--- src/hdl/dacc_pkg.sv ---
// Constants for the dual action capture/compare block
// Operation
// - Force B write of one acts like a B match in output modes.
// - Force B is ignored in disabled and input modes.
// - Force B clears on reset and always reads zero.
// - Force A and force B together clear the output flip-flop.
// - Pulse-width mode: polarity 0 A rises, B falls; polarity 1 swapped.
// - Period and capture modes: A on rising, or falling if polarity 1.
// - Output modes: polarity 0 A match drives 1, B drives 0; else reversed.
// - Edge polarity has no effect in disabled mode.
// - Mode 0000 disabled; 0001 pulse width, 0010 period, 0011 capture.
// - 0100 compare flag on B, 0101 flag on A or B, 1000 PWM.
// - Modes 1001..1111 are PWM at reduced resolution, upper bits ignored.
// - Channel A value is read/write in disabled mode for preloading.
// - Pulse-width mode: A holds time base at leading pulse edge.
// - Period and capture modes: A holds time base at latest edge.
// - Compare modes: writing A arms its comparator until next match.
// - PWM mode: A value gives the leading edge of each pulse.
// - Event flag set per mode: captures, B, A-or-B, or A matches.
// - Force A write of one acts like an A match in output modes.
// - Time base select picks bus A at 0, bus B at 1.
// - Compare modes: writing B arms its comparator until next match.
package dacc_pkg;

   // ==========================================================
   // Register byte offsets
   localparam logic [7:0] DACC_OFS_CTRL = 8'h00;
   localparam logic [7:0] DACC_OFS_CHA = 8'h04;
   localparam logic [7:0] DACC_OFS_CHB = 8'h08;

   // ==========================================================
   // Control/status field positions
   localparam int DACC_BIT_FLAG = 15;
   localparam int DACC_BIT_WOR = 9;
   localparam int DACC_BIT_TBSEL = 8;
   localparam int DACC_BIT_PIN = 7;
   localparam int DACC_BIT_FORCE_COMPARE_A = 6;
   localparam int DACC_BIT_FORCE_COMPARE_B = 5;
   localparam int DACC_BIT_EDGE_POLARITY = 4;

   // ==========================================================
   // Mode codes
   localparam logic [3:0] DACC_MODE_OFF = 4'h0;
   localparam logic [3:0] DACC_MODE_PWIN = 4'h1;
   localparam logic [3:0] DACC_MODE_PERIOD = 4'h2;
   localparam logic [3:0] DACC_MODE_CAPT = 4'h3;
   localparam logic [3:0] DACC_MODE_OCB = 4'h4;
   localparam logic [3:0] DACC_MODE_COMPARE_FLAG_BOTH_MODE = 4'h5;
   localparam logic [3:0] DACC_MODE_PWM16 = 4'h8;

   // ==========================================================
   // Reset values
   localparam logic [15:0] DACC_RST_VALUE = 16'h0000;
   localparam logic [3:0] DACC_RST_MODE = 4'h0;

   // Decoded operating class of a mode code
   typedef enum {
      DACC_OP_OFF,
      DACC_OP_PWIN,
      DACC_OP_PERIOD,
      DACC_OP_CAPT,
      DACC_OP_OCB,
      DACC_OP_COMPARE_FLAG_BOTH_MODE,
      DACC_OP_PWM
   } dacc_op_e;

endpackage

--- src/hdl/dacc_edge.sv ---
// Pin edge detector feeding the capture channels
`timescale 1ns/1ps
`default_nettype none
module dacc_edge (
   input wire logic pclk,
   input wire logic presetn,
   input wire logic pin_in,
   output logic level,
   output logic rise,
   output logic fall
);
   logic prev_q;
   logic prev_d;

   // Next previous sample
   always_comb begin
      prev_d = pin_in;
   end

   // Sample the pin once per clock
   always_ff @(posedge pclk or negedge presetn) begin
      if (!presetn) begin
         prev_q <= 1'b0;
      end else begin
         prev_q <= prev_d;
      end
   end

   // Edges compare the live pin with last cycle's level
   assign level = pin_in;
   assign rise = pin_in & ~prev_q;
   assign fall = ~pin_in & prev_q;
endmodule // dacc_edge
`default_nettype wire

--- src/hdl/dacc_top.sv ---
// Dual action capture/compare channel pair with APB register access
//
// Added by the designer: the placing of the registers and the APB interface to the registers.
`timescale 1ns/1ps
`default_nettype none
module dacc_top
   import dacc_pkg::*;
#(
   parameter int TB_WIDTH = 16
) (
   input wire logic pclk,
   input wire logic presetn,
   input wire logic psel,
   input wire logic penable,
   input wire logic pwrite,
   input wire logic [7:0] paddr,
   input wire logic [31:0] pwdata,
   output logic [31:0] prdata,
   output logic pready,
   output logic pslverr,
   input wire logic [TB_WIDTH-1:0] time_base_a,
   input wire logic [TB_WIDTH-1:0] time_base_b,
   input wire logic pin_in,
   output logic pin_out,
   output logic pin_oe_n
);

   // ==========================================================
   // Helper functions

   // Operating class of a mode code; unused codes fall to off
   function automatic dacc_op_e op_of(input logic [3:0] m);
      dacc_op_e r;
      r = DACC_OP_OFF;
      case (m)
         DACC_MODE_PWIN: r = DACC_OP_PWIN;
         DACC_MODE_PERIOD: r = DACC_OP_PERIOD;
         DACC_MODE_CAPT: r = DACC_OP_CAPT;
         DACC_MODE_OCB: r = DACC_OP_OCB;
         DACC_MODE_COMPARE_FLAG_BOTH_MODE: r = DACC_OP_COMPARE_FLAG_BOTH_MODE;
         default: begin
            if (m[3]) begin
               r = DACC_OP_PWM;
            end else begin
               r = DACC_OP_OFF;
            end
         end
      endcase
      return r;
   endfunction

   // Mask of time base bits that take part in a compare
   function automatic logic [TB_WIDTH-1:0] res_mask(input logic [3:0] m);
      logic [TB_WIDTH-1:0] r;
      r = '1;
      case (m)
         4'h9: r = TB_WIDTH'(16'h7FFF);
         4'hA: r = TB_WIDTH'(16'h3FFF);
         4'hB: r = TB_WIDTH'(16'h1FFF);
         4'hC: r = TB_WIDTH'(16'h0FFF);
         4'hD: r = TB_WIDTH'(16'h07FF);
         4'hE: r = TB_WIDTH'(16'h01FF);
         4'hF: r = TB_WIDTH'(16'h007F);
         default: r = '1;
      endcase
      return r;
   endfunction

   // ==========================================================
   // State
   logic [3:0] mode_q, mode_d;
   logic edge_polarity_q, edge_polarity_d;
   logic tbsel_q, tbsel_d;
   logic wor_q, wor_d;
   logic flag_q, flag_d;
   logic flag_seen_q, flag_seen_d;
   logic [TB_WIDTH-1:0] cha_q, cha_d;
   logic [TB_WIDTH-1:0] chb1_q, chb1_d;
   logic [TB_WIDTH-1:0] chb2_q, chb2_d;
   logic arm_a_q, arm_a_d;
   logic arm_b_q, arm_b_d;
   logic first_q, first_d;
   logic ff_q, ff_d;
   logic pin_out_q, pin_out_d;
   logic oe_n_q, oe_n_d;
   logic [31:0] prdata_q, prdata_d;
   logic pready_q, pready_d;
   logic pslverr_q, pslverr_d;

   logic pin_lvl, pin_rise, pin_fall;
   dacc_op_e op;
   logic out_mode;
   logic [TB_WIDTH-1:0] tb, msk;
   logic edge_a, edge_b, match_a, match_b;
   logic acc, wr, rd, hit_ctrl, hit_a, hit_b;

   dacc_edge u_edge (
      .pclk(pclk),
      .presetn(presetn),
      .pin_in(pin_in),
      .level(pin_lvl),
      .rise(pin_rise),
      .fall(pin_fall)
   );

   // ==========================================================
   // Decode of mode, time base, edges and compares
   always_comb begin
      op = op_of(mode_q);
      out_mode = (op == DACC_OP_OCB) || (op == DACC_OP_COMPARE_FLAG_BOTH_MODE) ||
                 (op == DACC_OP_PWM);
      tb = tbsel_q ? time_base_b : time_base_a;
      msk = res_mask(mode_q);
      // Channel A edge: rising at polarity 0, falling at 1
      edge_a = edge_polarity_q ? pin_fall : pin_rise;
      edge_b = edge_polarity_q ? pin_rise : pin_fall;
      // Single-shot compares need arming; PWM compares every period
      match_a = ((tb & msk) == (cha_q & msk)) &&
                (arm_a_q || op == DACC_OP_PWM);
      match_b = ((tb & msk) == (chb2_q & msk)) &&
                (arm_b_q || op == DACC_OP_PWM);
   end

   // ==========================================================
   // APB decode; zero wait states, ready comes from a flop
   always_comb begin
      acc = psel && penable && pready_q;
      wr = acc && pwrite;
      rd = acc && !pwrite;
      hit_ctrl = (paddr == DACC_OFS_CTRL);
      hit_a = (paddr == DACC_OFS_CHA);
      hit_b = (paddr == DACC_OFS_CHB);
   end

   // Bus answer: ready in the first access cycle, read data staged
   always_comb begin
      pready_d = psel && !penable && !pready_q;
      pslverr_d = psel && !penable && !(hit_ctrl || hit_a || hit_b);
      prdata_d = 32'h0000_0000;
      if (psel && !penable) begin
         if (hit_ctrl) begin
            prdata_d[DACC_BIT_FLAG] = flag_q;
            prdata_d[DACC_BIT_WOR] = wor_q;
            prdata_d[DACC_BIT_TBSEL] = tbsel_q;
            // Pin level in input modes, driven level in output modes
            prdata_d[DACC_BIT_PIN] = out_mode ? ff_q : pin_lvl;
            // Force bits are write-only strobes and read zero
            prdata_d[DACC_BIT_FORCE_COMPARE_B] = 1'b0;
            prdata_d[DACC_BIT_EDGE_POLARITY] = edge_polarity_q;
            prdata_d[3:0] = mode_q;
         end else if (hit_a) begin
            prdata_d[TB_WIDTH-1:0] = cha_q;
         end else if (hit_b) begin
            // Staging copy in off and PWM modes, else the live copy
            prdata_d[TB_WIDTH-1:0] =
               (op == DACC_OP_OFF || op == DACC_OP_PWM) ? chb1_q : chb2_q;
         end
      end
   end

   // ==========================================================
   // Channel behaviour, flag and output flip-flop
   always_comb begin
      mode_d = mode_q;
      edge_polarity_d = edge_polarity_q;
      tbsel_d = tbsel_q;
      wor_d = wor_q;
      flag_d = flag_q;
      flag_seen_d = flag_seen_q;
      cha_d = cha_q;
      chb1_d = chb1_q;
      chb2_d = chb2_q;
      arm_a_d = arm_a_q;
      arm_b_d = arm_b_q;
      first_d = first_q;
      ff_d = ff_q;

      // Mark only a read whose returned word showed the flag set;
      // the flag may rise between staging and answer
      if (rd && hit_ctrl && prdata_q[DACC_BIT_FLAG]) begin
         flag_seen_d = 1'b1;
      end

      // Software writes
      if (wr && hit_ctrl) begin
         mode_d = pwdata[3:0];
         edge_polarity_d = pwdata[DACC_BIT_EDGE_POLARITY];
         tbsel_d = pwdata[DACC_BIT_TBSEL];
         wor_d = pwdata[DACC_BIT_WOR];
         if (!pwdata[DACC_BIT_FLAG] && flag_seen_q) begin
            flag_d = 1'b0;
            flag_seen_d = 1'b0;
         end
         if (pwdata[3:0] != mode_q) begin
            // New mode starts clean; interrupts are software's concern
            arm_a_d = 1'b0;
            arm_b_d = 1'b0;
            first_d = 1'b1;
         end
      end
      if (wr && hit_a) begin
         cha_d = pwdata[TB_WIDTH-1:0];
         arm_a_d = 1'b1;
      end
      if (wr && hit_b) begin
         if (op == DACC_OP_OFF) begin
            chb1_d = pwdata[TB_WIDTH-1:0];
            chb2_d = pwdata[TB_WIDTH-1:0];
         end else if (op == DACC_OP_PWM) begin
            chb1_d = pwdata[TB_WIDTH-1:0];
         end else begin
            chb2_d = pwdata[TB_WIDTH-1:0];
         end
         arm_b_d = 1'b1;
      end

      // Hardware events; placed after the writes so a set wins
      case (op)
         DACC_OP_PWIN: begin
            if (edge_b) begin
               chb1_d = tb;
            end
            if (edge_a) begin
               cha_d = tb;
               chb2_d = chb1_q;
               flag_d = 1'b1;
            end
         end
         DACC_OP_PERIOD: begin
            if (edge_a) begin
               cha_d = tb;
               chb2_d = cha_q;
               first_d = 1'b0;
               if (!first_q) begin
                  flag_d = 1'b1;
               end
            end
         end
         DACC_OP_CAPT: begin
            if (edge_a) begin
               cha_d = tb;
               flag_d = 1'b1;
            end
         end
         DACC_OP_OCB, DACC_OP_COMPARE_FLAG_BOTH_MODE: begin
            if (match_a) begin
               ff_d = ~edge_polarity_q;
               arm_a_d = 1'b0;
               if (op == DACC_OP_COMPARE_FLAG_BOTH_MODE) begin
                  flag_d = 1'b1;
               end
            end
            if (match_b) begin
               ff_d = edge_polarity_q;
               arm_b_d = 1'b0;
               flag_d = 1'b1;
            end
         end
         DACC_OP_PWM: begin
            if (match_a) begin
               ff_d = ~edge_polarity_q;
               chb2_d = chb1_q;
               flag_d = 1'b1;
            end
            if (match_b) begin
               ff_d = edge_polarity_q;
            end
         end
         default: begin
            // Off or unused code: polarity and compares do nothing
            ff_d = ff_q;
         end
      endcase

      // Forces override a compare in the same cycle, flag untouched
      if (wr && hit_ctrl && out_mode) begin
         if (pwdata[DACC_BIT_FORCE_COMPARE_A] && pwdata[DACC_BIT_FORCE_COMPARE_B]) begin
            ff_d = 1'b0;
         end else if (pwdata[DACC_BIT_FORCE_COMPARE_A]) begin
            ff_d = ~edge_polarity_q;
         end else if (pwdata[DACC_BIT_FORCE_COMPARE_B]) begin
            ff_d = edge_polarity_q;
         end
      end
      // In other modes the force bits are simply dropped

      // Only the real off code clears the flag
      if (mode_q == DACC_MODE_OFF) begin
         flag_d = 1'b0;
         flag_seen_d = 1'b0;
      end
   end

   // Pin drive; open-drain releases a high level instead of driving it
   always_comb begin
      pin_out_d = ff_d;
      oe_n_d = 1'b1;
      if (op_of(mode_d) == DACC_OP_OCB || op_of(mode_d) == DACC_OP_COMPARE_FLAG_BOTH_MODE ||
          op_of(mode_d) == DACC_OP_PWM) begin
         oe_n_d = wor_d & ff_d;
      end
   end

   // ==========================================================
   // Registers
   always_ff @(posedge pclk or negedge presetn) begin
      if (!presetn) begin
         mode_q <= DACC_RST_MODE;
         edge_polarity_q <= 1'b0;
         tbsel_q <= 1'b0;
         wor_q <= 1'b0;
         flag_q <= 1'b0;
         flag_seen_q <= 1'b0;
         cha_q <= DACC_RST_VALUE;
         chb1_q <= DACC_RST_VALUE;
         chb2_q <= DACC_RST_VALUE;
         arm_a_q <= 1'b0;
         arm_b_q <= 1'b0;
         first_q <= 1'b1;
         ff_q <= 1'b0;
         pin_out_q <= 1'b0;
         oe_n_q <= 1'b1;
         prdata_q <= 32'h0000_0000;
         pready_q <= 1'b0;
         pslverr_q <= 1'b0;
      end else begin
         mode_q <= mode_d;
         edge_polarity_q <= edge_polarity_d;
         tbsel_q <= tbsel_d;
         wor_q <= wor_d;
         flag_q <= flag_d;
         flag_seen_q <= flag_seen_d;
         cha_q <= cha_d;
         chb1_q <= chb1_d;
         chb2_q <= chb2_d;
         arm_a_q <= arm_a_d;
         arm_b_q <= arm_b_d;
         first_q <= first_d;
         ff_q <= ff_d;
         pin_out_q <= pin_out_d;
         oe_n_q <= oe_n_d;
         prdata_q <= prdata_d;
         pready_q <= pready_d;
         pslverr_q <= pslverr_d;
      end
   end

   // Outputs straight from flops
   assign prdata = prdata_q;
   assign pready = pready_q;
   assign pslverr = pslverr_q;
   assign pin_out = pin_out_q;
   assign pin_oe_n = oe_n_q;

endmodule // dacc_top
`default_nettype wire

--- config.mk ---
export PLATFORM = sky130hd
export DESIGN_NAME = dacc_top
export DESIGN_NICKNAME = d
export VERILOG_FILES = /design/src/hdl/dacc_pkg.sv /design/src/hdl/dacc_edge.sv /design/src/hdl/dacc_top.sv
export SDC_FILE = /design/constraint.sdc
export NUM_CORES = 1
export LEC_CHECK = 0
export BUFFER_PORTS_ARGS = -buffer_cell sky130_fd_sc_hd__buf_2
export CORE_MARGIN = 4
export CORE_UTILIZATION = 50
export DETAILED_ROUTE_END_ITERATION = 6
export PLACE_DENSITY = 0.8
export SETUP_SLACK_MARGIN = 0.1
export SLEW_MARGIN = 20
export SYNTH_ARGS = -nofsm -noshare
export SYNTH_HDL_FRONTEND = slang
export SYNTH_SLANG_ARGS = --single-unit
--- constraint.sdc ---
create_clock -name pclk -period 3.1 [get_ports pclk]
set_input_delay 0.31 -clock pclk [delete_from_list [all_inputs] [get_ports pclk]]
set_output_delay 0.31 -clock pclk [all_outputs]
set_load 0.01 [all_outputs]
* Word-level counts from Yosys, hierarchy flattened
Cells that the tools add are included.
** Cells by class
- Equality and inequality tests :: 34
- Muxes and demuxes :: 72
- Bitwise operators :: 9
- Reduce and logical (&&, ||, !) cells :: 38
** Operators by type and width (count)
- 16-bit 2-to-1 mux :: 19
- 32-bit by 4-bit equality test with 1-bit output, second input constant :: 6
- 32-bit one-hot mux with 5 select lines :: 1
- 16-bit one-hot mux with 7 select lines :: 1
- 32-bit by 3-bit equality test with 1-bit output, second input constant :: 3
- 32-bit by 2-bit equality test with 1-bit output, second input constant :: 2
- 16-bit AND :: 3
- 16-bit one-hot mux with 3 select lines :: 1
- 1-bit 2-to-1 mux :: 42
- 16-bit equality test :: 2
- 32-bit by 1-bit equality test with 1-bit output, second input constant :: 1
- 32-bit zero test :: 1
- 4-bit equality test, second input constant :: 7
- 1-bit logical AND :: 17
- 4-bit by 2-bit equality test with 1-bit output, second input constant :: 4
- 4-bit by 3-bit equality test with 1-bit output, second input constant :: 4
- 3-bit one-hot mux with 5 select lines :: 1
- 1-bit logical OR :: 9
- 3-bit 2-to-1 mux :: 3
- 4-bit by 1-bit equality test with 1-bit output, second input constant :: 2
- 8-bit by 3-bit equality test with 1-bit output, second input constant :: 1
- 8-bit by 4-bit equality test with 1-bit output, second input constant :: 1
- 8-bit zero test :: 1
- 6-bit 2-to-1 mux :: 1
- 10 further kinds :: 20
** Storage, ports and cells
- Flip-flop bits (word level) :: 81
- Bits of input ports :: 78
- Output and inout port bits :: 36
- Word-level logic and storage cells :: 171

* Logic depth before layout (Yosys ltp)
Gate-level depths: netlist of run 1.
- Depth after elaboration :: 14
- Depth in mapped cells :: 10
- Depth with buffers taken out :: 7

* Cells and area by module
From an unflattened synthesis of run 1, not the netlist that was laid out.
** Unflattened totals
- Cell total of the unflattened synthesis :: 518
- Area total of the unflattened synthesis :: 5272.6 um^2
** By module, submodules not included
- dacc_top :: instances 1, cells an instance 514, area each 5225.0 um^2, seq. area each 2004.4 um^2
- dacc_edge :: instances 1, cells an instance 4, area each 47.5 um^2, seq. area each 25.0 um^2

* Worst setup path before layout of run 1
No wires, ideal clock.
- Path kind :: in2reg
- From :: input port paddr[5]
- To :: register chb1_q[5]
- Library setup time :: 0.139 ns
- Arrival time :: 2.197 ns
- Required time :: 2.961 ns
- Slack :: 0.764 ns
- Stages on the path :: 8
- Path buffers :: 1
- Cell sequence :: or4_4 > nor3_2 > nand2_2 > nor3_4 > buf_4 > mux2_2 > nand2_1 > o21ai_0
** Between the ends
- Cells in the longest elaborated chain, start to end :: 5
** Ends and longest elaborated chain
- start, declared :: line dacc_top.sv:16 : input wire logic [7:0] paddr,
- 8-bit by 4-bit equality test with 1-bit output * :: line dacc_top.sv:132 : hit_b = (paddr == DACC_OFS_CHB);
- 1-bit logical AND * :: line dacc_top.sv:205 : if (wr && hit_b) begin
- 16-bit 2-to-1 mux * :: line dacc_top.sv:205
- 16-bit 2-to-1 mux :: line dacc_top.sv:220 : if (edge_b) begin
- 16-bit 2-to-1 mux * :: line dacc_top.sv:218 : case (op)
- net chb1_d[5] :: line dacc_top.sv:78 : logic [TB_WIDTH-1:0] chb1_q, chb1_d;
- end signal, assigned :: line dacc_top.sv:334 : chb1_q <= chb1_d;
- end, declared :: line dacc_top.sv:78
Mark *: on every way through the listed nets, which the timed path passes. The rest lies on a longest branch.
A chain may end at the register's enable or synchronous reset.

* Final worst setup path of run 1
- From :: register tbsel_q
- To :: register chb2_q[15]
** Between the ends
- Cells in the longest elaborated chain, start to end :: 6
** Ends and longest elaborated chain
- start, declared :: line dacc_top.sv:73 : logic tbsel_q, tbsel_d;
- start signal, assigned :: line dacc_top.sv:329 : tbsel_q <= tbsel_d;
- 16-bit 2-to-1 mux :: line dacc_top.sv:112 : tb = tbsel_q ? time_base_b : time_base_a;
- 16-bit AND :: line dacc_top.sv:118 : match_a = ((tb & msk) == (cha_q & msk)) &&
- 16-bit equality test :: line dacc_top.sv:118
- 1-bit logical AND :: line dacc_top.sv:118
- 16-bit 2-to-1 mux :: line dacc_top.sv:260 : if (match_a) begin
- 16-bit one-hot mux with 3 select lines :: line dacc_top.sv:218
- net chb2_d[15] :: line dacc_top.sv:79 : logic [TB_WIDTH-1:0] chb2_q, chb2_d;
- end signal, assigned :: line dacc_top.sv:335 : chb2_q <= chb2_d;
- end, declared :: line dacc_top.sv:79
The timed path passes the listed nets, and every way through them passes these cells.

==> reports/qor.yml, run 1 <==
status: "finished clean"
synth_warnings: 0
finalMaxSlewViolations: 0
cts_tree: "yes"
num_vias: 4459
dr_wl_met2_um: 6560
hold_viol: 0
ys.flop_type: "dfrtp_1"
ys_ff_latch: 81
cts_made_buffers: 9
io_pins: 114
gp_congestion: 0.985
synth_edf_count: 0
syn_area_um2: 5160
async_flop_share_pct: 100
die-area_um2: 12000
critical_path_class: "flip-flop to flip-flop"
routed.top_layer: "met4"
layout_common_cells: "nand2_1 (96), buf_2 (80), dfrtp_1 (79)"
drc: 0
synth_cell_types: 63
maxCapViolations: 0
fill_cells: 842
endpoint_kind: "flip-flop"
slowest_stage: "mux2i_1"
start_util_pct: 52.0
timing.final.crit_share_pct: 88.6
avgRoutedWirePerCell_um: 18.2
startpoint_type: "flip-flop"
syn_area_per_cell_um2: 9.39
setup_viol: 0
antenna_found_initial: 0
route.met3.wl_um: 1400
power_density_nw_per_um2: 373
final_common_cell: "nand2_1"
clockBufferDepth: 2
skew_ns: 0.0132
root_buffer: "clkbuf_8"
antenna_cells: 0
relSlewSlack_pct: 37.8
grt_pass1_wl_um: 21900
ir_worst_vdd_uv: 272
path_clk_slew_ns: 0.08
cts-resized-gates: 0
grt_usage_pct: 23.7
io_buffers: 81
postRouteAntennaNets: 0
cpPeakStageDelay_ns: 0.43
fin_util_pct: 59.3
required_ns: 3.33
numClockSinks: 81
nets: 709
yosysSeqAreaShare_pct: 39.4
hold_class: "input port to async pin"
worst_pin_slew_ns: 0.929
vias_per_cell: 5.80
crit_arrival_ns: 2.98
drtPass1Iterations: 5
dieHeight_um: 110
grt_setup_unrepaired: "no"
syn_to_final_growth_pct: 14.0
coreArea_um2: 9910
drt_iter0_drc: 322
cp_cell_sequence: "buf_12 > mux2i_1 > xnor2_1 > nor4_1 > nand3_1 > nor2_2 > nor2_1 > a221o_1"
syn_inst: 549
wl_met1_um: 5620
holdBufCountCts: 0
post-route-min-period_ns: 2.75
overflow: 0
path_max_fanout: 18
tns_ns: 0
grt_pass1_vias: 4458
drive_above_1_share_pct: 28.1
hpwlAfterDp_um: 9780
grt_max_degree: 82
clk_latency_ns: 0.36
wl_um: 14000
p_leak_nw: 2.49
htree_levels: 3
num_rows: 36
post_cts_buffers: 0
dieWidth_um: 110
maxClockFrequency_ghz: 0.364
[through the flow]
step | cells | setup WS, ns | total power [mW] | area, µm² | hold slack [ns]
global route | 769 | 0.192 | 2.27 | 5880 | 0.0559
floorplan | 564 | 0.764 | 1.26 | 5210 | 0.0144
global placement | 753 | 0.507 | 1.36 | 5660 | 0.436
detailed placement | 753 | 0.433 | 1.37 | 5660 | 0.447
CTS | 769 | 0.423 | 2.20 | 5870 | 0.0885
finish | 769 | 0.354 | 2.19 | 5880 | 0.000402
[sequential cells by signal (all words and copies together), names as in the netlist]
| signal | flops |
|---|---|
| chb2_q | 16 |
| chb1_q | 16 |
| u_edge.prev_q | 1 |
| pin_oe_n | 1 |
| cha_q | 16 |
| prdata | 16 |
| tbsel_q | 1 |
| arm_a_q | 1 |
| mode_q | 4 |
| pslverr | 1 |
| edge_polarity_q | 1 |
| arm_b_q | 1 |
| first_q | 1 |
| flag_q | 1 |
| pready | 1 |
| flag_seen_q | 1 |
| wor_q | 1 |
| pin_out | 1 |
[power breakdown]
group          internal, mW  switching, mW  total, mW  leakage, nW
Combinational         0.106          0.138      0.243         1.31
Clock                 0.450          0.397      0.846        0.106
Sequential             1.08         0.0250       1.10         1.07
Total                  1.63          0.559       2.19         2.49
[worst paths after layout]
check / slack [ns] / to / startpoint / cells after the start
max in group asynchronous: 2.62 / cha_q[10] / presetn / 1
hold / removal: 0.0004 / prdata[0] / presetn / 1
min in group pclk: 0.10 / u_edge.prev_q / pin_in / 1
hold reg to reg: 0.45 / pready / pready / 1
setup / recovery: 0.35 / chb2_q[15] / tbsel_q / 8
setup reg to reg: 0.35 / chb2_q[15] / tbsel_q / 8
[cells in the mapped netlist (all sizes together), types with 2 or more instances]
cell    number  share of area (%)
nor2        45                3.3
mux2i       35                7.8
nand4        2               0.24
nor3         8                1.3
mux2        33                7.2
a22oi        5               0.73
and3         2               0.24
nor4         5                1.1
nand3        7               0.78
or2          3               0.36
a21oi       44                4.3
dfstp        2                1.0
a221oi      11                1.9
and2         2               0.24
nand2       99                7.4
o21ai       33                3.2
xor2         4               0.68
xnor2       33                5.6
clkbuf      20                1.8
inv          5               0.36
a31oi        2               0.24
buf         27                4.3
o21a         3               0.44
o31ai        2               0.56
o211ai      13                1.9
nand2b       4               0.49
dfrtp       79                 38
a221o        3               0.58
[critical path, delay by kind of cell, from the launching register on]
| family | cells | cell delay (ns) |
|---|---|---|
| xor gates and xnor gates | 1 | 0.11 |
| AOI/OAI and AO/OA | 1 | 0.38 |
| DFF | 1 | 0.37 |
| and+or+nand+nor | 4 | 1.10 |
| muxes | 1 | 0.43 |
| buffers and inverters | 1 | 0.22 |
[kinds of logic (layout without fill, tap and decap cells)]
group / Yosys count / count (layout) / synth area share (%)
mux: 68 / 68 / 15.0
flops: 81 / 81 / 39.4
buf+inv: 52 / 124 / 6.53
xor+xnor: 37 / 37 / 6.28
other cells: 1 / 16 / 0.0727
compound gates: 128 / 128 / 16.1
simple gates: 182 / 182 / 16.6
[cell type report]
type	count	area (µm²)	area share, %
Multi-Input combinational cell	431	2850	48.5
Clock inverter	6	82.6	1.40
Tap cell	133	166	2.83
Clock buffer	10	128	2.17
Timing Repair Buffer	103	602	10.2
Sequential cell	81	2030	34.5
Inverter	5	18.8	0.319
[layer usage]
metal	vias up	global-route usage, %
met1	2083	30.4
met5	-	0
met3	54	6.28
met4	0	12.0
met2	259	37.1
li1	2063	-
Power figures use the tool's default switching activity.
==> run 2, diff against run 1 <==
- PLACE_DENSITY: 0.8 -> 0.77
==> run 2 against run 1 <==
  * The run now ends with hold timing left
  * Sequential share of layout area shrank 0.10 points
  * Final area grew 0.36%
  * Wire length grew 2.7%
  * Sequential power is essentially flat
  * Global-route usage grew 0.95 points
  * Non-clock buffer count grew 2
  * Setup slack lost 0.027 ns
  * Clock power grew 5.6%
  * Critical path depth is the same
  * Maximum frequency shrank 0.98%
  * Register-to-register slack lost 0.03 ns
  * Combinational power grew 2%
  * Largest power group unchanged
  * Highest routed layer unchanged
==> reports/qor.yml, run 2 (synthesis results as in run 1) <==
wl_um: 14400  # +2.7%
setup_viol: 0  # unchanged
post-route-min-period_ns: 2.77  # +0.0271 ns
critical_path_class: "flip-flop to flip-flop"
switching_share_pct: 25.0  # -0.48 points
syn_to_final_growth_pct: 14.4
hold_class: "input port to async pin"
io_pins: 114  # unchanged
crit_buf_inv: 1  # unchanged
dieHeight_um: 110  # unchanged
num_vias: 4544  # +1.9%
endpoint_kind: "flip-flop"
die-area_um2: 12000  # unchanged
grt_pass1_wl_um: 22700  # +3.3%
p_leak_nw: 2.51  # +0.66%
seq_area_um2: 2030  # about the same
clk_latency_ns: 0.36  # about the same
combinationalPowerShare_pct: 11.0  # about the same
crit_arrival_ns: 3.05  # +0.07 ns
cp_cell_sequence: "buf_4 > mux2i_1 > xnor2_1 > nor4_2 > nand4_1 > o21ba_1 > o311a_1 > o32ai_2"
holdBufCountCts: 0  # unchanged
grt_pass1_vias: 4356  # -2.3%
maxCapViolations: 0  # unchanged
dr_wl_met2_um: 6540  # -0.37%
cpPeakStageDelay_ns: 0.48  # +0.05 ns
pwr-share-clk_pct: 39.8  # +1.2 points
finalMaxSlewViolations: 0  # unchanged
wl_met1_um: 5700  # +1.5%
required_ns: 3.37  # +0.04 ns
violations: "hold timing"
clockBufferDepth: 2  # unchanged
layout_common_cells: "nand2_1 (96), buf_2 (80), dfrtp_1 (78)"
post-place-cells: 755  # +0.27%
skew_ns: 0.0105  # -0.00270 ns
avgRoutedWirePerCell_um: 18.7  # +2.4%
fill_cells: 844  # +0.24%
drt_iter0_drc: 512  # +59%
gp_congestion: 0.954  # -3.1%
vias_per_cell: 5.89  # +1.6%
cts_tree: "yes"
relSlewSlack_pct: 25.1  # -13 points
final_area_um2: 5900  # +0.36%
timing.final.crit_share_pct: 89.5  # +0.88 points
io_buffers: 81  # unchanged
routed.top_layer: "met4"
multi_input_area_um2: 2860  # +0.13%
whs_ns: -0.0128  # -0.0132 ns
antenna_cells: 0  # unchanged
root_buffer: "clkbuf_8"
tns_ns: 0  # unchanged
maxClockFrequency_ghz: 0.361  # -0.98%
numClockSinks: 81  # unchanged
p_int_mw: 1.68  # +3.0%
route.met3.wl_um: 1680  # +20%
overflow: 0  # unchanged
pre_cts_ws_ns: 0.280  # -0.153 ns
hold_viol: 7  # +7
dieWidth_um: 110  # unchanged
power_density_nw_per_um2: 380  # +1.9%
coreArea_um2: 9910  # unchanged
worst_pin_slew_ns: 1.11  # +0.186 ns
p_switching_mw: 0.561  # +0.36%
hpwlAfterDp_um: 9830  # +0.46%
drc: 0  # unchanged
grt_setup_unrepaired: "no"
antenna_found_initial: 0  # unchanged
final_common_cell: "nand2_1"
placed_cell_area_um2: 5670  # about the same
fin_util_pct: 59.5  # +0.21 points
nets: 711  # +0.28%
start_util_pct: 52.0  # unchanged
slowest_stage: "dfrtp_2"
drtPass1Iterations: 5  # unchanged
ir_worst_vdd_uv: 172  # -37%
htree_levels: 3  # unchanged
drive_above_1_share_pct: 28.5  # +0.38 points
path_max_fanout: 5  # -13
startpoint_type: "flip-flop"
worst_slack_ns: 0.326  # -0.0271 ns
cts_made_buffers: 9  # unchanged
grt_max_degree: 82  # unchanged
p_seq_share_pct: 49.2  # -1.1 points
path_clk_slew_ns: 0.08  # about the same
cpLargestDelayFamily: "compound AO/OA/AOI/OAI gates"
num_rows: 36  # unchanged
status: "complete, but fails checks"
final_cells: 771  # +0.26%
postRouteAntennaNets: 0  # unchanged
grt_usage_pct: 24.7  # +0.95 points
## run 2: path summary, 6_finish.rpt
path                         start            end  slack [ns]  cells after the start
max                        tbsel_q       pin_oe_n        0.33                      8
min reg2reg                 pready         pready        0.45                      1
min in group pclk           pin_in  u_edge.prev_q        0.11                      1
max in group asynchronous  presetn        tbsel_q        2.57                      1
max reg2reg                tbsel_q       pin_oe_n        0.33                      8
min                        presetn      prdata[2]       -0.01                      1
## run 2: per-layer routing
metal / global-route usage [%] / vias up
met5: 0 / -
met3: 6.81 / 54
met2: 37.2 / 333
li1: - / 2071
met1: 33.8 / 2086
met4: 9.62 / 0
## run 2: power groups by stage
stage | Combinational [mW] | Sequential (mW) | Clock, mW
global placement | 0.237 | 1.12 | 0
CTS | 0.245 | 1.10 | 0.894
finish | 0.247 | 1.10 | 0.893
global route | 0.271 | 1.11 | 0.944
floorplan | 0.146 | 1.12 | 0
detailed placement | 0.243 | 1.12 | 0
## run 2: worst reg2reg max path: stages (launching register included)
cell	delay, ns
dfrtp_2	0.48
buf_4	0.22
mux2i_1	0.45
xnor2_1	0.15
nor4_2	0.25
nand4_1	0.26
o21ba_1	0.25
o311a_1	0.35
o32ai_2	0.27
## run 2: final cells by class
class | count | area share (%)
well taps | 133 | 2.82
repair buffers | 105 | 10.2
flip-flops and latches | 81 | 34.4
clock buffers | 13 | 2.69
clock inverters | 3 | 1.10
multi-input cells | 431 | 48.4
inverters | 5 | 0.318
## run 2: stage by stage
step / total power [mW] / hold WS, ns
2_1_floorplan: 1.26 / 0.0144
4_1_cts: 2.24 / 0.101
5_1_grt: 2.32 / 0.0398
3_3_place_gp: 1.36 / 0.428
6_report: 2.24 / -0.0128
3_5_place_dp: 1.37 / 0.433
## run 2: repair_timing
| item | CTS | global route |
|---|---|---|
| setup endpoints to repair | 0 | 7 |
| endpoints found under the hold margin | 0 | 0 |
| resized for setup | 0 | 2 |
| setup buffers | 0 | 0 |
